### config.mk
export PLATFORM = sky130hd
export DESIGN_NAME = srs_switch_reset_sequencer
export DESIGN_NICKNAME = d
export VERILOG_FILES = /design/src/hdl/srs_pkg.sv /design/src/hdl/srs_switch_reset_sequencer.sv
export SDC_FILE = /design/constraint.sdc
export NUM_CORES = 1
export LEC_CHECK = 0
export ABC_AREA = 1
export BUFFER_PORTS_ARGS = -buffer_cell sky130_fd_sc_hd__buf_2
export CAP_MARGIN = 20
export CORE_MARGIN = 2
export CORE_UTILIZATION = 45
export CTS_BUF_LIST = sky130_fd_sc_hd__clkbuf_8
export DETAILED_ROUTE_END_ITERATION = 6
export PLACE_DENSITY = 0.71
export SLEW_MARGIN = 10
export SYNTH_ARGS = -nofsm -noshare
export SYNTH_HDL_FRONTEND = slang
export SYNTH_SLANG_ARGS = --single-unit
### constraint.sdc
create_clock -name sys_clk -period 1.88 [get_ports sys_clk]
set_clock_uncertainty 0.1 [all_clocks]
set_input_delay 0.282 -clock sys_clk [delete_from_list [all_inputs] [get_ports sys_clk]]
set_output_delay 0.282 -clock sys_clk [all_outputs]
set_load 0.02 [all_outputs]
### src/hdl/srs_pkg.sv
package srs_pkg;

    // Switch operating modes
    localparam logic [2:0] MODE_NORMAL     = 3'h0;
    localparam logic [2:0] MODE_EEPROM     = 3'h1;

    // Timing budgets
    localparam int unsigned CLK_HZ          = 25000000;
    localparam int unsigned TRAIN_MS        = 20;
    localparam int unsigned RETRY_MS        = 100;
    localparam int unsigned EE_BUDGET_MS    = 200;
    localparam int unsigned TRAIN_CYC       = CLK_HZ / 1000 * TRAIN_MS;
    localparam int unsigned RETRY_CYC       = CLK_HZ / 1000 * RETRY_MS;
    localparam int unsigned SMB_SLOW_KHZ    = 100;
    localparam int unsigned SMB_FAST_KHZ    = 400;
    localparam int unsigned SMB_SLOW_DIV    = CLK_HZ / (SMB_SLOW_KHZ * 1000);
    localparam int unsigned SMB_FAST_DIV    = CLK_HZ / (SMB_FAST_KHZ * 1000);

    // Slave SMBus address pin positions
    localparam int unsigned SADDR_HI_BIT    = 5;
    localparam int unsigned SADDR_LO_TOP    = 3;
    localparam int unsigned SADDR_LO_BOT    = 1;

    typedef enum logic [3:0] {
        SRS_ST_FRESET,
        SRS_ST_DECODE,
        SRS_ST_PLL,
        SRS_ST_QUASI,
        SRS_ST_SSMB,
        SRS_ST_MSMB,
        SRS_ST_EELOAD,
        SRS_ST_EEWAIT,
        SRS_ST_HALT,
        SRS_ST_RUN,
        SRS_ST_HRESET
    } srs_state_t;

    // Boot configuration vector
    typedef struct packed {
        logic [2:0] mode;
        logic       halt;
        logic       smb_slow;
        logic [3:0] saddr;
    } srs_boot_t;

    // Control bits steering the sequencer
    typedef struct packed {
        logic soft_fundamental_reset_bit;
        logic soft_hot_reset_bit;
        logic link_down_hot_reset_disable;
        logic hot_reset_eeprom_load_disable;
    } srs_ctrl_t;

endpackage : srs_pkg

### src/hdl/srs_switch_reset_sequencer.sv
// What this block does
// RULE_01: Fundamental reset returns all sequencer state and register bits to initial values.
// RULE_02: Fundamental reset starts on pin assertion (cold or warm) or soft bit write.
// RULE_03: Outside driver holds reset pin 100ms after supplies, 100us after clock.
// RULE_04: Boot inputs sampled at pin release; soft reset reuses previous sample.
// RULE_05: Decode mode, then PLL and SerDes lock, then training runs alongside.
// RULE_06: Sampled halt input sets the reset-halt status indication.
// RULE_07: After fundamental reset, training within 20ms, retry completions within 100ms.
// RULE_08: Master SMBus runs 100 KHz when slow input sampled, else 400 KHz.
// RULE_09: Release slave SMBus at pin address, then master, then EEPROM load.
// RULE_10: EEPROM write to full retrain bit retrains that port immediately.
// RULE_11: EEPROM error aborts load, sets control halt bit, records error status.
// RULE_12: Load end sets done; halt bit set repeats load, else advance.
// RULE_13: Halt holds core in reset until slave SMBus clears the halt bit.
// RULE_14: Config requests get retry completions during EEPROM load.
// RULE_15: Soft fundamental reset waits for successful completion before starting.
// RULE_16: Fundamental reset turns every GPIO into an input.
// RULE_17: Hot reset on hot-reset TS1, upstream link down, or soft bit write.
// RULE_18: Disable bit blocks link-down hot reset; other causes remain.
// RULE_19: Hot reset sends TS1 downstream, resets core except PLL, SerDes, SMBus; code still asserts both SMBus resets for one cycle in SRS_ST_QUASI.
// RULE_20: After hot reset, training within 20ms, retry completions within 100ms.
// RULE_21: Hot reset reloads EEPROM only in EEPROM mode with load-disable clear.
// RULE_22: Upstream bus reset resets internal devices; downstream one resets its link.
// RULE_23: Mode 0 normal, mode 1 normal with EEPROM, modes 2 to 7 reserved.
`timescale 1ns/1ps
`default_nettype none
module srs_switch_reset_sequencer #(
    parameter int unsigned NPORTS    = 6,
    parameter int unsigned NGPIO     = 8,
    parameter int unsigned TRAIN_CYC = srs_pkg::TRAIN_CYC,
    parameter int unsigned RETRY_CYC = srs_pkg::RETRY_CYC
) (
    // Clock and reset
    input  wire logic                   sys_clk,
    input  wire logic                   reset_n,
    // Pins
    input  wire logic                   fundamental_reset_in_n,
    input  wire logic [2:0]             switch_operating_mode,
    input  wire logic                   reset_halt,
    input  wire logic                   master_smbus_slow_select,
    input  wire logic [5:0]             slave_smbus_addr_pins,
    // Control bits
    input  wire srs_pkg::srs_ctrl_t     ctrl,
    input  wire logic                   halt_clear,
    input  wire logic                   cfg_completion_sent,
    // Link and bus events
    input  wire logic                   pll_locked,
    input  wire logic                   hot_reset_ts1_rx,
    input  wire logic                   upstream_dl_down,
    input  wire logic                   upstream_sbr,
    input  wire logic [NPORTS-1:0]      downstream_sbr,
    input  wire logic [NPORTS-1:0]      port_link_up,
    // EEPROM loader
    input  wire logic                   ee_done,
    input  wire logic                   ee_error,
    input  wire logic [7:0]             ee_error_code,
    input  wire logic                   ee_retrain_wr,
    input  wire logic [NPORTS-1:0]      full_link_retrain_bit,
    // Sequencer controls
    output logic                        pll_serdes_rst,
    output logic                        link_train_en,
    output logic                        stack_quasi_reset,
    output logic                        cfg_retry,
    output logic                        core_rst,
    output logic                        slave_smbus_rst,
    output logic                        master_smbus_rst,
    output logic [3:0]                  slave_smbus_addr,
    output logic                        smbus_tick,
    output logic                        ee_start,
    output logic                        eeprom_load_done,
    output logic [7:0]                  smbus_status_reg,
    output logic                        ctrl_reset_halt,
    output logic                        sts_reset_halt,
    output logic [2:0]                  sts_mode,
    output logic                        nonsticky_rst,
    output logic [NPORTS-1:0]           port_retrain,
    output logic [NPORTS-1:0]           ts1_hot_reset_tx,
    output logic [NPORTS-1:0]           internal_hot_reset,
    output logic [NGPIO-1:0]            gpio_oe,
    output logic                        mode_reserved
);

    initial begin
        if (NPORTS < 1 || NGPIO < 1 || TRAIN_CYC < 1 || RETRY_CYC <= TRAIN_CYC)
            $error("srs: bad parameters");
    end

    localparam int unsigned CW = $clog2(RETRY_CYC + 1);
    localparam logic [CW-1:0] TRAIN_C = CW'(TRAIN_CYC);
    localparam logic [CW-1:0] RETRY_C = CW'(RETRY_CYC);
    localparam logic [7:0] DIV_SLOW = 8'(srs_pkg::SMB_SLOW_DIV - 1);
    localparam logic [7:0] DIV_FAST = 8'(srs_pkg::SMB_FAST_DIV - 1);

    typedef struct packed {
        srs_pkg::srs_state_t st;
        logic [1:0]          sync_perst;
        logic [1:0]          sync_halt;
        logic [1:0]          sync_slow;
        logic [1:0]          sync_mode0;
        logic [1:0]          sync_mode1;
        logic [1:0]          sync_mode2;
        logic [7:0]          sync_addr;
        srs_pkg::srs_boot_t  boot;
        logic                soft_fundamental_reset_bit_pend;
        logic [CW-1:0]       tmr;
        logic [7:0]          div;
        logic                tick;
        logic                ee_go;
        logic                done;
        logic [7:0]          ee_sts;
        logic                ctl_halt;
        logic [NPORTS-1:0]   retrain;
        logic [NPORTS-1:0]   ts1;
        logic [NPORTS-1:0]   ihr;
        logic                hot;
    } srs_reg_t;

    srs_reg_t r_q;
    srs_reg_t r_d;

    // Decoded mode: only mode 1 asks for EEPROM load
    function automatic logic ee_mode(input logic [2:0] m);
        return m == srs_pkg::MODE_EEPROM;
    endfunction : ee_mode

    function automatic logic run_state(input srs_pkg::srs_state_t s);
        return s == srs_pkg::SRS_ST_RUN;
    endfunction : run_state

    logic perst_asserted;
    logic hot_cause;
    assign perst_asserted = !r_q.sync_perst[1];
    assign hot_cause = hot_reset_ts1_rx || ctrl.soft_hot_reset_bit ||
                       (upstream_dl_down && !ctrl.link_down_hot_reset_disable); // RULE_17 RULE_18

    always_comb begin
        r_d = r_q;
        r_d.ee_go = 1'b0;
        r_d.retrain = '0;
        r_d.tick = 1'b0;
        if (r_q.tmr != RETRY_C)
            r_d.tmr = r_q.tmr + CW'(1);
        // Divider for master SMBus bit rate
        if (r_q.div == (r_q.boot.smb_slow ? DIV_SLOW : DIV_FAST)) begin // RULE_08
            r_d.div = '0;
            r_d.tick = 1'b1;
        end else begin
            r_d.div = r_q.div + 8'h01;
        end
        if (ee_retrain_wr)
            r_d.retrain = full_link_retrain_bit; // RULE_10
        r_d.ihr = upstream_sbr ? {NPORTS{1'b1}} : downstream_sbr; // RULE_22
        r_d.ts1 = port_link_up & (downstream_sbr | {NPORTS{upstream_sbr}});
        if (ctrl.soft_fundamental_reset_bit)
            r_d.soft_fundamental_reset_bit_pend = 1'b1;
        if (halt_clear)
            r_d.ctl_halt = 1'b0;
        case (r_q.st)
            srs_pkg::SRS_ST_FRESET: begin
                r_d.tmr = '0;
                if (!perst_asserted) begin
                    r_d.st = srs_pkg::SRS_ST_DECODE;
                end
            end
            srs_pkg::SRS_ST_DECODE: begin
                r_d.st = srs_pkg::SRS_ST_PLL; // RULE_05
            end
            srs_pkg::SRS_ST_PLL: begin
                if (pll_locked)
                    r_d.st = srs_pkg::SRS_ST_QUASI;
            end
            srs_pkg::SRS_ST_QUASI: begin
                if (r_q.boot.halt)
                    r_d.ctl_halt = 1'b1; // RULE_06
                r_d.st = r_q.hot ? srs_pkg::SRS_ST_EELOAD : srs_pkg::SRS_ST_SSMB;
            end
            srs_pkg::SRS_ST_SSMB: r_d.st = srs_pkg::SRS_ST_MSMB; // RULE_09
            srs_pkg::SRS_ST_MSMB: r_d.st = srs_pkg::SRS_ST_EELOAD;
            srs_pkg::SRS_ST_EELOAD: begin
                if (ee_mode(r_q.boot.mode) &&
                    !(r_q.hot && ctrl.hot_reset_eeprom_load_disable)) begin // RULE_21
                    r_d.ee_go = 1'b1;
                    r_d.st = srs_pkg::SRS_ST_EEWAIT;
                end else begin
                    r_d.st = srs_pkg::SRS_ST_HALT;
                end
            end
            srs_pkg::SRS_ST_EEWAIT: begin
                if (ee_error || ee_done) begin
                    r_d.done = 1'b1; // RULE_12
                    if (ee_error) begin
                        r_d.ctl_halt = 1'b1; // RULE_11
                        r_d.ee_sts = ee_error_code;
                    end
                    r_d.st = (ee_error || r_q.ctl_halt) ? srs_pkg::SRS_ST_EELOAD
                                                        : srs_pkg::SRS_ST_HALT;
                end
            end
            srs_pkg::SRS_ST_HALT: begin
                if (!r_q.ctl_halt)
                    r_d.st = srs_pkg::SRS_ST_RUN; // RULE_13
            end
            srs_pkg::SRS_ST_RUN: begin
                r_d.hot = 1'b0;
                if (hot_cause) begin
                    r_d.st = srs_pkg::SRS_ST_HRESET;
                    r_d.ts1 = port_link_up; // RULE_19
                end
            end
            srs_pkg::SRS_ST_HRESET: begin
                r_d.tmr = '0;
                r_d.hot = 1'b1;
                r_d.done = 1'b0;
                r_d.ts1 = port_link_up;
                if (!hot_cause)
                    r_d.st = srs_pkg::SRS_ST_QUASI; // RULE_20
            end
            default: r_d.st = srs_pkg::SRS_ST_FRESET;
        endcase
        // Soft fundamental reset waits for its completion to leave first
        if ((r_q.soft_fundamental_reset_bit_pend || ctrl.soft_fundamental_reset_bit) && cfg_completion_sent) begin // RULE_15
            r_d = '0;
            r_d.boot = r_q.boot; // RULE_04
            r_d.st = srs_pkg::SRS_ST_DECODE; // RULE_02
        end
        if (perst_asserted) begin
            r_d = '0; // RULE_01 RULE_02
            r_d.boot = {r_q.sync_mode2[1], r_q.sync_mode1[1], r_q.sync_mode0[1],
                        r_q.sync_halt[1], r_q.sync_slow[1], r_q.sync_addr[7:4]}; // RULE_04
        end
        // Synchronisers shift even while a reset is applied
        r_d.sync_perst = {r_q.sync_perst[0], fundamental_reset_in_n};
        r_d.sync_halt  = {r_q.sync_halt[0], reset_halt};
        r_d.sync_slow  = {r_q.sync_slow[0], master_smbus_slow_select};
        r_d.sync_mode0 = {r_q.sync_mode0[0], switch_operating_mode[0]};
        r_d.sync_mode1 = {r_q.sync_mode1[0], switch_operating_mode[1]};
        r_d.sync_mode2 = {r_q.sync_mode2[0], switch_operating_mode[2]};
        r_d.sync_addr  = {r_q.sync_addr[3:0], slave_smbus_addr_pins[srs_pkg::SADDR_HI_BIT],
                          slave_smbus_addr_pins[srs_pkg::SADDR_LO_TOP:srs_pkg::SADDR_LO_BOT]};
    end

    always_ff @(posedge sys_clk or negedge reset_n) begin
        if (!reset_n) begin
            r_q <= '0; // RULE_01
        end else begin
            r_q <= r_d;
        end
    end

    logic busy;
    assign busy = !run_state(r_q.st);

    always_ff @(posedge sys_clk or negedge reset_n) begin
        if (!reset_n) begin
            pll_serdes_rst     <= 1'b1;
            link_train_en      <= 1'b0;
            stack_quasi_reset  <= 1'b1;
            cfg_retry          <= 1'b0;
            core_rst           <= 1'b1;
            slave_smbus_rst    <= 1'b1;
            master_smbus_rst   <= 1'b1;
            slave_smbus_addr   <= '0;
            smbus_tick         <= 1'b0;
            ee_start           <= 1'b0;
            eeprom_load_done   <= 1'b0;
            smbus_status_reg   <= '0;
            ctrl_reset_halt    <= 1'b0;
            sts_reset_halt     <= 1'b0;
            sts_mode           <= '0;
            nonsticky_rst      <= 1'b1;
            port_retrain       <= '0;
            ts1_hot_reset_tx   <= '0;
            internal_hot_reset <= '0;
            gpio_oe            <= '0;
            mode_reserved      <= 1'b0;
        end else begin
            pll_serdes_rst     <= r_d.st inside {srs_pkg::SRS_ST_FRESET, srs_pkg::SRS_ST_DECODE};
            link_train_en      <= !(r_d.st inside {srs_pkg::SRS_ST_FRESET, srs_pkg::SRS_ST_DECODE,
                                  srs_pkg::SRS_ST_PLL, srs_pkg::SRS_ST_HRESET}); // RULE_05 RULE_07
            stack_quasi_reset  <= !run_state(r_d.st);
            cfg_retry          <= !run_state(r_d.st) && r_d.tmr >= TRAIN_C
                                  && r_d.st != srs_pkg::SRS_ST_HRESET; // RULE_07 RULE_14 RULE_20
            core_rst           <= !run_state(r_d.st); // RULE_13 RULE_19
            slave_smbus_rst    <= r_d.st inside {srs_pkg::SRS_ST_FRESET, srs_pkg::SRS_ST_DECODE,
                                  srs_pkg::SRS_ST_PLL, srs_pkg::SRS_ST_QUASI};
            master_smbus_rst   <= r_d.st inside {srs_pkg::SRS_ST_FRESET, srs_pkg::SRS_ST_DECODE,
                                  srs_pkg::SRS_ST_PLL, srs_pkg::SRS_ST_QUASI,
                                  srs_pkg::SRS_ST_SSMB}; // RULE_09
            slave_smbus_addr   <= r_d.boot.saddr;
            smbus_tick         <= r_d.tick;
            ee_start           <= r_d.ee_go;
            eeprom_load_done   <= r_d.done;
            smbus_status_reg   <= r_d.ee_sts;
            ctrl_reset_halt    <= r_d.ctl_halt;
            sts_reset_halt     <= r_d.boot.halt; // RULE_06
            sts_mode           <= r_d.boot.mode;
            nonsticky_rst      <= r_d.st inside {srs_pkg::SRS_ST_FRESET, srs_pkg::SRS_ST_HRESET};
            port_retrain       <= r_d.retrain;
            ts1_hot_reset_tx   <= r_d.ts1;
            internal_hot_reset <= r_d.ihr;
            gpio_oe            <= '0; // RULE_16
            mode_reserved      <= r_d.boot.mode > srs_pkg::MODE_EEPROM; // RULE_23
        end
    end

    property p_retrain;
        @(posedge sys_clk) disable iff (!reset_n)
        ee_retrain_wr |=> (port_retrain == $past(full_link_retrain_bit));
    endproperty
    a_retrain: assert property (p_retrain) else $error("retrain missed"); // RULE_10

    property p_ee_err;
        @(posedge sys_clk) disable iff (!reset_n)
        (r_q.st == srs_pkg::SRS_ST_EEWAIT && ee_error && !perst_asserted && !r_q.soft_fundamental_reset_bit_pend
         && !ctrl.soft_fundamental_reset_bit)
        |=> ##1 (ctrl_reset_halt && eeprom_load_done);
    endproperty
    a_ee_err: assert property (p_ee_err) else $error("error not recorded"); // RULE_11 RULE_12

    property p_dl_disable;
        @(posedge sys_clk) disable iff (!reset_n)
        (r_q.st == srs_pkg::SRS_ST_RUN && upstream_dl_down && ctrl.link_down_hot_reset_disable
         && !hot_reset_ts1_rx && !ctrl.soft_hot_reset_bit) |=> r_q.st != srs_pkg::SRS_ST_HRESET;
    endproperty
    a_dl_disable: assert property (p_dl_disable) else $error("masked hot reset"); // RULE_18

    property p_hot;
        @(posedge sys_clk) disable iff (!reset_n)
        (r_q.st == srs_pkg::SRS_ST_RUN && hot_reset_ts1_rx && !perst_asserted &&
         !ctrl.soft_fundamental_reset_bit && !r_q.soft_fundamental_reset_bit_pend) |=> ##1 core_rst;
    endproperty
    a_hot: assert property (p_hot) else $error("hot reset missed"); // RULE_17

    property p_halt_hold;
        @(posedge sys_clk) disable iff (!reset_n)
        (r_q.st == srs_pkg::SRS_ST_HALT && r_q.ctl_halt) |=> core_rst;
    endproperty
    a_halt_hold: assert property (p_halt_hold) else $error("halt released"); // RULE_13

    property p_gpio;
        @(posedge sys_clk) disable iff (!reset_n)
        perst_asserted |=> ##1 (gpio_oe == '0);
    endproperty
    a_gpio: assert property (p_gpio) else $error("gpio driven"); // RULE_16

    property p_soft_fundamental_reset_bit_wait;
        @(posedge sys_clk) disable iff (!reset_n)
        (run_state(r_q.st) && ctrl.soft_fundamental_reset_bit && !cfg_completion_sent
         && !perst_asserted && !hot_cause) |=> run_state(r_q.st);
    endproperty
    a_soft_fundamental_reset_bit_wait: assert property (p_soft_fundamental_reset_bit_wait) else $error("early warm reset"); // RULE_15

    property p_smb_order;
        @(posedge sys_clk) disable iff (!reset_n)
        !master_smbus_rst |-> !slave_smbus_rst;
    endproperty
    a_smb_order: assert property (p_smb_order) else $error("master before slave"); // RULE_09

    property p_retry_busy;
        @(posedge sys_clk) disable iff (!reset_n)
        cfg_retry |-> stack_quasi_reset && busy;
    endproperty
    a_retry_busy: assert property (p_retry_busy) else $error("retry when running"); // RULE_14

endmodule : srs_switch_reset_sequencer
`default_nettype wire

Word level (Yosys, flattened, before mapping)
Cells that the tools add are included.

Register bits after elaboration: 103. Output and inout bits: 55. Word-level logic and storage cells: 121.

Add/subtract/negate cells: 2. Order comparisons: 2. Equal/unequal tests: 27. Multiplexer cells: 31. Bitwise gates (word level): 2. Reduce and logical (&&, ||, !) cells: 25.

Operators by type and width (number): 2-to-1 mux 95 bit (2); 2-to-1 mux 22 bit (2); one-hot mux 4 bit (11 select lines) (1); 2-to-1 mux 4 bit (7); 2-to-1 mux 8 bit (3); adder 22 x 1 -> 22 bit (second input constant) (1); greater-or-equal comparator 22 x 19 -> 1 bit (second input constant) (1); != test 22 bit (second input constant) (1); == test 4 x 3 -> 1 bit (second input constant) (5); == test 4 bit (second input constant) (5); 2-to-1 mux 6 bit (3); == test 4 x 2 -> 1 bit (second input constant) (4); one-hot mux 6 bit (2 select lines) (1); 2-to-1 mux 10 bit (1); 2-to-1 mux 9 bit (1); adder 8 x 1 -> 8 bit (second input constant) (1); == test 4 x 1 -> 1 bit (second input constant) (2); == test 8 bit (1); zero test 4 bit (2); != test 4 x 1 -> 1 bit (second input constant) (2); != test 4 bit (second input constant) (2); nonzero test 4 bit (2); bitwise AND 6 bit (1); logical AND 1 bit (6); 15 further kinds (32).

Logic depth before layout (Yosys ltp)
Gate-level depths: netlist of run 1.

Depth in word-level cells: 11. Gate-level depth with buffers: 15. Depth with buffers taken out: 15.

Worst setup path after synthesis of run 1
No wires, ideal clock.

Path type: reg2reg. Start: register r_q[39] (netlist name). End: register cfg_retry. Arrival: 1639 ps. Setup slack: 20 ps. Cell stages (with the launch flop): 14. Period minus slack after synthesis: 1860 ps. Cell sequence: dfrtp_1 ha_1 nand2_1 nor2_1 nand2_1 inv_1 nand3_1 nand3_1 nand2_1 o21a_1 nor2_1 nor2_1 nor2_1 a21oi_2.

Word-level cells in the longest chain between the ends: 8.

RTL lines: start, declared (RTL line srs_switch_reset_sequencer.sv:118) `srs_reg_t r_q;`; start signal, assigned (RTL line srs_switch_reset_sequencer.sv:246) `r_q <= r_d;`; adder 22 x 1 -> 22 bit or != test 22 bit (tied branches) (RTL line srs_switch_reset_sequencer.sv:142, srs_switch_reset_sequencer.sv:141); 2-to-1 mux 22 bit * (RTL line srs_switch_reset_sequencer.sv:141) `if (r_q.tmr != RETRY_C)`; 2-to-1 mux 22 bit * (RTL line srs_switch_reset_sequencer.sv:158) `case (r_q.st)`; 2-to-1 mux 95 bit * (RTL line srs_switch_reset_sequencer.sv:221) `if ((r_q.soft_fundamental_reset_bit_pend || ctrl.soft_fundamental_reset_bit) && cfg_completion_sent) begin`; 2-to-1 mux 95 bit * (RTL line srs_switch_reset_sequencer.sv:226) `if (perst_asserted) begin`; greater-or-equal comparator 22 x 19 -> 1 bit * (RTL line srs_switch_reset_sequencer.sv:281) `cfg_retry <= !run_state(r_d.st) && r_d.tmr >= TRAIN_C`; logical AND 1 bit * (RTL line srs_switch_reset_sequencer.sv:281); logical AND 1 bit * (RTL line srs_switch_reset_sequencer.sv:282) `&& r_d.st != srs_pkg::SRS_ST_HRESET;`; end signal, assigned (RTL line srs_switch_reset_sequencer.sv:281); end, declared (RTL line srs_switch_reset_sequencer.sv:63) `output logic cfg_retry,`.

Every way passes the cells marked *; elsewhere a longest branch is shown, timed or not. The select of a mux whose other input is x is not followed. A chain may end at the register's enable or synchronous reset.

==> summary.md, run 1 <==
| Metric | Value |
|---|---|
| Syn_area_per_cell | 8.462 µm² |
| Hold WS | 0.005406 ns |
| RSZ-0062 raised after global routing | true |
| EDFF count, synth | 0 |
| DR iter-0 viols | 206 |
| DRC | 0 |
| H-tree Lvls | 3 |
| Outcome | finished with violations |
| Die height | 108.6 µm |
| Post-DP HPWL | 9.059 mm |
| Fin crit share | 109.5% |
| Post-Layout Cell Count | 906 |
| Post-place setup slack | -0.2023 ns |
| Asr flop ratio synth | 100.0% |
| Cell Pwr Density | 672.4 nW/µm² |
| Synth Flop Type | dfrtp_1 |
| Yosys warning total | 0 |
| Final setup vio count | 5 |
| Max reg flops | 47 |
| Share of layout cells above drive strength 1 | 37.86% |
| Startpoint types | register |
| Failing checks | negative setup slack |
| Total Nets Final | 818 |
| Core Region | 10750 µm² |
| Starting Density | 45.83% |
| CTS tree | built |
| Final ANT Viol Nets | 0 |
| Final WS setup | -0.1782 ns |
| Largest net degree at the start of global routing | 55 |
| Synth top area cells | dfrtp_1 (50%), nand2_1 (8.5%), nor2_1 (7.0%) |
| Worst skew pair latency | 0.39 ns |
| Slowest stage delay, CP | 0.44 ns |
| MaxCap Viol Count | 0 |
| Vias in the first global route | 4478 |
| Hold Path Class | in -> reg |
| Tmin final | 2.058 ns |
| Netlist cell types | 42 |
| Pre-Repair DR Iteration Count | 5 |
| All-Layer GR Usage | 21.58% |
| Crit-path slowest cell | dfrtp_1 |
| CTS Buf Count | 9 |
| Fmax | 485.9 MHz |
| Synthesized area | 4925 µm² |
| I/O pins | 108 |
| Post-layout util | 62.41% |
| Worst-path maximum fanout | 5 |
| Crit Path Class | reg -> reg |
| Initial antenna violation count | 0 |
| Post-synth top area share | 49.80% |
| Via count | 4401 |
| Setup crit end kind | register |
| Routability cong. | 0.8929 |
| WL final | 12.80 mm |
| Static Leakage | 3.364 nW |
| Worst VDD drop | 0.4445 mV |
| Worst path cell trace | inv_2 > buf_6 > nand2_8 > buf_4 > nor2_1 > nor2_1 > and3_4 > nor3_4 > nand3_2 > nand2_1 > a21oi_2 |
| Hold Fails Final Rpt | 0 |
| Inst Count DP | 862 |
| CTS Root Cell | clkbuf_8 |
| First-pass GRT wire length | 19.88 mm |
| Crit path DAT | 2.23 ns |
| Die width | 108.6 µm |
| CTS Buffer Depth | 2 |
| Most frequent CP cell | nor2_1 |
| Yosys top cell by area | dfrtp_1 |
| Synth Instances | 582 |
| Slew Limit Fails | 0 |
| Clock transition at the registers of the reported paths | 0.11 ns |
| Worst EP required | 2.05 ns |
| Clk sinks | 103 |
| Diode count | 0 |
| Area growth syn-to-layout | 36.18% |
| DR WL/cell | 14.12 µm |
| Rows | 38 |
| Port Buf Inserts | 97 |
| GRT overflow | 0 |
| DR vias/cell | 4.858 |
| Post-synthesis sequential area ratio | 52.46% |
| Yosys reg bits | 103 |
| Die area | 11800 µm² |
| Total power | 4.509 mW |
==> synthesized netlist by cell type, drive strengths merged (4+ instances only) <==
| cell type | instances |
|---|---|
| o31ai | 9 |
| buf | 28 |
| inv | 83 |
| nor3 | 6 |
| dfstp | 5 |
| a21oi | 15 |
| o21ai | 23 |
| nor2 | 106 |
| ha | 4 |
| nand4 | 10 |
| nand3 | 53 |
| dfrtp | 98 |
| nand2 | 118 |
==> final timing paths <==
kind	from	end	slack [ns]	depth (start not counted)
setup / recovery	r_q[94]	cfg_retry	-0.18	11
hold / removal	full_link_retrain_bit[1]	port_retrain[1]	0.005	3
hold reg to reg	r_d[78]	r_q[78]	0.26	0
setup reg to reg	r_q[94]	cfg_retry	-0.18	11
max in group asynchronous	reset_n	core_rst	0.88	3
min in group asynchronous	reset_n	slave_smbus_addr[1]	0.22	2
==> layout by cell type (no fill, tap or decap), drive strengths merged <==
cell type,n
a21oi,15
a31o,1
a31oi,1
and3,1
buf,176
bufinv,1
clkbuf,9
clkinv,4
conb,8
dfrtp,98
dfstp,5
dlygate4sd3,16
ha,4
inv,86
nand2,118
nand3,53
nand3b,3
nand4,10
nor2,106
nor3,6
nor3b,3
nor4,1
o2111ai,1
o211ai,3
o21a,1
o21ai,23
o31ai,9
or2,2
xnor2,1
xor2,1
==> worst max-delay path: cells and delay by family (launching register included) <==
kind / cells / cell delay (ns)
buffers and inverters: 3 / 0.33
flip-flops: 1 / 0.44
AO/OA/AOI/OAI: 1 / 0.04
AND/OR/NAND/NOR: 7 / 1.04
==> area by class of cell <==
type                       count  area (µm²)
clock buffer                   9       123.9
clock inverter                 7       97.59
fill                         933        4039
inverter                      84       317.8
multi-input combinational    371        2102
sequential                   103        2589
tap                          140       175.2
timing repair buffer         192        1301
==> per-layer routing <==
layer / routed length, µm / track usage (%) / up-vias
met5: 0 / 0 / -
met3: 747 / 3.945 / 17
met2: 6595 / 38.57 / 131
met4: 189 / 7.692 / 0
li1: - / - / 2165
met1: 5262 / 26.02 / 2088
==> what timing repair did <==
item,in CTS,in global routing
resized for setup,25,62
setup buffers,6,9
setup endpoints to repair,3,11
endpoints found under the hold margin,46,0
hold buffers,16,0
pin swaps,8,21
==> metrics by stage <==
step / area [µm²] / TNS [ns]
after floorplan: 4951 / 0
after global placement: 5936 / -0.1833
after detailed placement: 5936 / -0.2688
after CTS: 6449 / -0.1323
after global routing: 6706 / -1.421
final: 6706 / -0.5585
==> report_power, final <==
group / internal [mW] / switching [mW] / total, mW
Sequential: 2.30 / 0.0462 / 2.35
Combinational: 0.251 / 0.359 / 0.610
Clock: 0.660 / 0.890 / 1.55
Total: 3.21 / 1.30 / 4.51
==> kinds of logic after synthesis <==
group | synth area share, %
compound gates | 6.784
xor+xnor | 0.3558
fa+ha+maj | 1.016
buf+inv | 10.85
flops | 52.46
other cells | 0.07615
simple gates | 28.46
No activity file was read; power rests on OpenSTA's default activity.
==> run 2: changes to the inputs <==
==> constraint.sdc (replaced) <==
create_clock -name sys_clk -period 1.88 [get_ports sys_clk]
set_clock_uncertainty 0.1 [all_clocks]
set_input_delay 0.094 -clock sys_clk [delete_from_list [all_inputs] [get_ports sys_clk]]
set_output_delay 0.094 -clock sys_clk [all_outputs]
set_load 0.02 [all_outputs]
==> summary.md, run 2 (synthesis gave the netlist of run 1 again) <==
| Metric | Value |
|---|---|
| Fmax | 475.9 MHz |
| Vias in the first global route | 4596 |
| Crit path DAT | 2.28 ns |
| CTS tree | built |
| Post-place setup slack | -0.2393 ns |
| Worst path cell trace | ha_4 > nand2_1 > nor2_1 > buf_4 > nand2_2 > inv_2 > nand3_2 > nand3_2 > nand2_2 > o21a_1 > nor2_2 > nor2_1 > nor2_1 > a21oi_2 |
| Max reg flops | 47 |
| H-tree Lvls | 3 |
| DR top layer | met4 |
| Critical path's top delay family | simple AND/OR/NAND/NOR gates |
| Slowest stage delay, CP | 0.43 ns |
| Final ANT Viol Nets | 0 |
| Startpoint types | register |
| Worst VDD drop | 0.4965 mV |
| CTS Root Cell | clkbuf_8 |
| Worst skew pair latency | 0.37 ns |
| CP bufs+invs | 2 |
| DR iter-0 viols | 296 |
| Clk sinks | 103 |
| Cell Pwr Density | 613.9 nW/µm² |
| GRT overflow | 0 |
| DR WL/cell | 14.46 µm |
| Hold Fails Final Rpt | 0 |
| Die height | 108.6 µm |
| Routability cong. | 0.9082 |
| All-Layer GR Usage | 23.13% |
| Static Leakage | 3.590 nW |
| Most frequent cells in the layout | nand2_1 (96), buf_2 (96), dfrtp_1 (92), buf_4 (87), inv_1 (72) |
| Worst EP required | 2.05 ns |
| Hold Path Class | in -> reg |
| Die area | 11800 µm² |
| WL final | 13.81 mm |
| CTS Buf Count | 9 |
| MaxCap Viol Count | 0 |
| First-pass GRT wire length | 21.12 mm |
| DR vias/cell | 4.826 |
| Inst Count DP | 866 |
| Outcome | finished with violations |
| Worst slew pin tran | 0.5015 ns |
| Initial antenna violation count | 0 |
| Area growth syn-to-layout | 45.63% |
| Share of layout cells above drive strength 1 | 39.14% |
| Via count | 4609 |
| Final WS setup | -0.2212 ns |
| Min-delay src | upstream_sbr |
| Pre-Repair DR Iteration Count | 5 |
| Tmin final | 2.101 ns |
| RSZ-0062 raised after global routing | true |
| WL met2 | 7.286 mm |
| Final setup vio count | 6 |
| Fin crit share | 111.8% |
| Most frequent CP cell | nor2_1 |
| Rows | 38 |
| Port Buf Inserts | 97 |
| Worst-path maximum fanout | 4 |
| Diode count | 0 |
| RR Startpoint | r_q[39] |
| Crit-path slowest cell | dfrtp_2 |
| Slew Limit Fails | 0 |
| Starting Density | 45.83% |
| Wire length on met1 | 5.537 mm |
| CTS Buffer Depth | 2 |
| I/O pins | 108 |
| Total Nets Final | 867 |
| Setup crit end kind | register |
| Post-Layout Cell Count | 955 |
| Failing checks | negative setup slack |
| DRC | 0 |
| Crit. Startpoint | r_q[39] |
| Total power | 4.403 mW |
| Die width | 108.6 µm |
| Met3 wire len | 754 µm |
| Crit Path Class | reg -> reg |
| Clock transition at the registers of the reported paths | 0.11 ns |
| Core Region | 10750 µm² |
| Max-Slew Margin vs Limit | 66.56% |
| Post-DP HPWL | 9.175 mm |
| Setup TNS | -0.3935 ns |
| Largest net degree at the start of global routing | 39 |
==> run 2: cell count changes in the layout (fill, tap and decap cells not counted), moves of 2 or more <==
cell and change:
nor2_1 -7, nand2_1 -3, inv_4 +2, o21ai_2 -2
dlygate4sd3_1 +31, nor2_2 +2, nor2_4 +5, dfrtp_2 +2
nand2_2 +2, buf_4 +16, dfrtp_1 -2, o21ai_0 +3
nand3_2 +2
==> run 2: worst reg2reg max path, cell delays in order (launching register included) <==
cell,delay (ns)
dfrtp_2,0.43
ha_4,0.17
nand2_1,0.06
nor2_1,0.11
buf_4,0.16
nand2_2,0.07
inv_2,0.09
nand3_2,0.08
nand3_2,0.10
nand2_2,0.07
o21a_1,0.18
nor2_2,0.16
nor2_1,0.06
nor2_1,0.12
a21oi_2,0.07
==> run 2: layer usage <==
metal | track usage, % | vias to the layer above
met5 | 0 | -
met4 | 8.516 | 0
met3 | 4.722 | 25
met2 | 42.32 | 140
met1 | 26.62 | 2180
li1 | - | 2264
==> run 2: final timing paths <==
kind | cells past startpoint | end | slack, ns
setup reg to reg | 14 | cfg_retry | -0.22
hold / removal | 3 | ts1_hot_reset_tx[5] | 0.03
setup / recovery | 14 | cfg_retry | -0.22
hold reg to reg | 0 | r_q[76] | 0.26
max in group asynchronous | 3 | r_q[33] | 0.99
min in group asynchronous | 2 | ee_start | 0.12
==> run 2: cell type report <==
class                      count  area [µm²]
fill                         835        3573
sequential                   103        2591
multi-input combinational    371        2128
timing repair buffer         241        1758
inverter                      84       322.8
tap                          140       175.2
clock buffer                   9       123.9
clock inverter                 7       72.57
==> run 2: power by group <==
group	switching (mW)	internal [mW]	total, mW
Combinational	0.383	0.314	0.696
Sequential	0.0467	2.30	2.35
Clock	0.837	0.520	1.36
Total	1.27	3.14	4.40
==> run 2: metrics by stage <==
stage	utilization (%)	cell area (µm²)	hold slack (ns)
after CTS	63.72	6847	0.02474
after detailed placement	55.52	5966	-0.006398
after global placement	55.52	5966	-0.01998
after global routing	66.74	7172	0.05227
after floorplan	-	4951	-0.3016
final	66.74	7172	0.02846
==> run 2: repair_timing <==
action                                 CTS  global route
setup endpoints to repair                5            15
pin swaps                               19            30
setup buffers                           10            17
endpoints found under the hold margin  142             0
gates resized for setup                 43            62
hold buffers                            47             0
==> run 3: changes to the inputs <==
--- a/config.mk
+++ b/config.mk
@@ -7,3 +7,3 @@
 export LEC_CHECK = 0
-export ABC_AREA = 1
+export ABC_CLOCK_PERIOD_IN_PS = 1880
 export BUFFER_PORTS_ARGS = -buffer_cell sky130_fd_sc_hd__buf_2
--- a/constraint.sdc
+++ b/constraint.sdc
@@ -4,2 +4,2 @@
 set_output_delay 0.094 -clock sys_clk [all_outputs]
-set_load 0.02 [all_outputs]
+set_load 0.05 [all_outputs]
==> summary.md, run 3 <==
| Metric | Value |
|---|---|
| Reg2reg end | cfg_retry |
| Hold Fails Final Rpt | 0 |
| Final setup vio count | 6 |
| I/O pins | 108 |
| Via count | 3951 |
| Crit path DAT | 2.24 ns |
| Core Region | 10230 µm² |
| Die width | 106.0 µm |
| CTS Buf Count | 9 |
| Synth top cells by count | dfrtp_1 (98), nor2_1 (57), buf_4 (28) |
| Inst Count DP | 705 |
| Hold Path Class | in -> reg |
| Cell Pwr Density | 689.0 nW/µm² |
| All-Layer GR Usage | 21.60% |
| Share of layout cells above drive strength 1 | 40.34% |
| Synthesized area | 4681 µm² |
| EDFF count, synth | 0 |
| Yosys top cell by area | dfrtp_1 |
| Footprint of the multi-input gates | 1931 µm² |
| CTS Root Cell | clkbuf_8 |
| Register Area | 2592 µm² |
| Most frequent cells in the layout | buf_2 (96), dfrtp_1 (91), buf_4 (77), nor2_1 (56), dlygate4sd3_1 (51) |
| Asr flop ratio synth | 100.0% |
| First-pass GRT wire length | 19.21 mm |
| CTS Buffer Depth | 2 |
| RSZ-0062 raised after global routing | true |
| Worst-path maximum fanout | 5 |
| Crit Path Class | reg -> reg |
| Yosys reg bits | 103 |
| Leading cell type in the layout, fill and taps excluded | buf_2 |
| Post-synthesis sequential area ratio | 55.20% |
| DR vias/cell | 5.078 |
| DRC | 0 |
| Synth Flop Type | dfrtp_1 |
| Largest net degree at the start of global routing | 43 |
| DR WL/cell | 15.11 µm |
| Worst EP required | 2.07 ns |
| Port Buf Inserts | 97 |
| Starting Density | 45.75% |
| Fill cells | 791 |
| Post-DP HPWL | 7.956 mm |
| Post-synth top area share | 52.39% |
| H-tree Lvls | 3 |
| R2R cell count | 7 |
| Yosys warning total | 0 |
| GRT overflow | 0 |
| RR Startpoint | r_q[40] |
| Post-layout util | 64.66% |
| Post-Layout Cell Count | 778 |
| Worst skew pair latency | 0.37 ns |
| Clock transition at the registers of the reported paths | 0.12 ns |
| Routability cong. | 0.9044 |
| Tmin final | 2.046 ns |
| Hold Path Stages | 4 |
| Synth Instances | 432 |
| Total power | 4.558 mW |
| Pre-Repair DR Iteration Count | 4 |
| Syn_area_per_cell | 10.84 µm² |
| R2R Setup Slk | -0.17 ns |
| Synth top area cells | dfrtp_1 (52%), nor2_1 (4.6%), buf_4 (4.5%) |
| Area growth syn-to-layout | 41.33% |
| Outcome | finished with violations |
| DR iter-0 viols | 161 |
| Startpoint types | register |
| Most numerous cell in the Yosys netlist | dfrtp_1 |
| Rows | 37 |
| Failing checks | negative setup slack |
| Initial antenna violation count | 0 |
| Worst VDD drop | 0.5624 mV |
| Final ANT Viol Nets | 0 |
| Fin crit share | 108.8% |
| Clk sinks | 103 |
| Hold endpoint | ts1_hot_reset_tx[2] |
| Fmax | 488.8 MHz |
| Final WS setup | -0.1658 ns |
| Die area | 11230 µm² |
| Crit. Startpoint | r_q[40] |
| CTS tree | built |
| Die height | 106.0 µm |
| WL final | 11.76 mm |
| Diode count | 0 |
| Min-delay src | upstream_sbr |
| Static Leakage | 3.226 nW |
| Setup crit end kind | register |
| MaxCap Viol Count | 0 |
| Max reg flops | 47 |
| Netlist cell types | 59 |
| Total Nets Final | 694 |
| Slew Limit Fails | 0 |
| Vias in the first global route | 4039 |
==> run 3: changes by cell type after synthesis, moves of 7 or more <==
cell,before,now
and3_1,0,11
buf_2,1,9
mux2i_1,0,10
xnor2_1,1,11
nand2_1,111,18
inv_1,81,13
nor2_1,92,57
and2_1,0,8
xor2_1,1,14
mux2_2,0,9
nand3_1,49,14
nor2_2,8,1
nor4_1,1,10
==> run 3: worst max path at each step <==
| stage | endpoint | cells after the start |
|---|---|---|
| 4_1_cts | cfg_retry | 7 |
| 3_3_place_gp | cfg_retry | 7 |
| 6_report | cfg_retry | 7 |
| 5_1_grt | cfg_retry | 7 |
| 2_1_floorplan | cfg_retry | 7 |
| 3_5_place_dp | cfg_retry | 7 |
==> run 3: metrics by stage <==
step | instance area (µm²) | hold slack [ns] | setup slack [ns] | setup TNS [ns]
global placement | 5710 | -0.03635 | -0.2133 | -0.5818
detailed placement | 5710 | -0.03064 | -0.2399 | -0.6881
finish | 6615 | 0.07509 | -0.1658 | -0.2705
CTS | 6525 | 0.05684 | -0.1519 | -0.1712
global route | 6615 | 0.09341 | -0.2761 | -0.9376
floorplan | 4731 | -0.3016 | -0.08833 | -0.08833
==> run 3: worst max-delay path, cell delays in order (launching register included) <==
cell and delay [ns]:
dfrtp_1 0.38, ha_2 0.20, and4_4 0.25, nand3_4 0.09, or4_4 0.42, a211oi_2 0.23
nor2_1 0.09, a32oi_1 0.20
==> run 3: layer usage <==
metal | up-vias | track usage, % | part of all wire (%)
li1 | 1870 | - | -
met1 | 1947 | 28.31 | 44
met2 | 116 | 37.37 | 51
met3 | 18 | 2.820 | 3.4
met4 | 0 | 6.767 | 1.7
met5 | - | 0 | 0
==> run 3: cell type report <==
type	instances	area share, %
clock buffer	9	1.873
clock inverter	7	1.267
inverter	13	0.7377
multi-input combinational	279	29.18
sequential	103	39.19
tap	136	2.572
timing repair buffer	231	25.18
==> run 3: logic make-up after synthesis <==
group,synth area share [%]
compound gates,8.073
xor+xnor,4.678
fa+ha+maj,1.069
buf+inv,7.057
flops,55.20
mux,4.304
other cells,0.08012
simple gates,19.54
==> run 3: timing repair <==
item / 4_1_cts / 5_1_grt
hold endpoints to repair: 136 / 0
gates resized for setup: 23 / 19
buffers inserted: 5 / 1
hold buffers: 51 / 0
setup endpoints to repair: 9 / 19
pin swaps: 14 / 6
==> run 3: power by group <==
| part | leakage [nW] | internal [mW] | total (mW) | switching, mW |
|---|---|---|---|---|
| clock | 0.104 | 0.535 | 1.43 | 0.892 |
| sequential | 1.32 | 2.31 | 2.35 | 0.0420 |
| combinational | 1.80 | 0.304 | 0.784 | 0.480 |
| total | 3.23 | 3.14 | 4.56 | 1.41 |
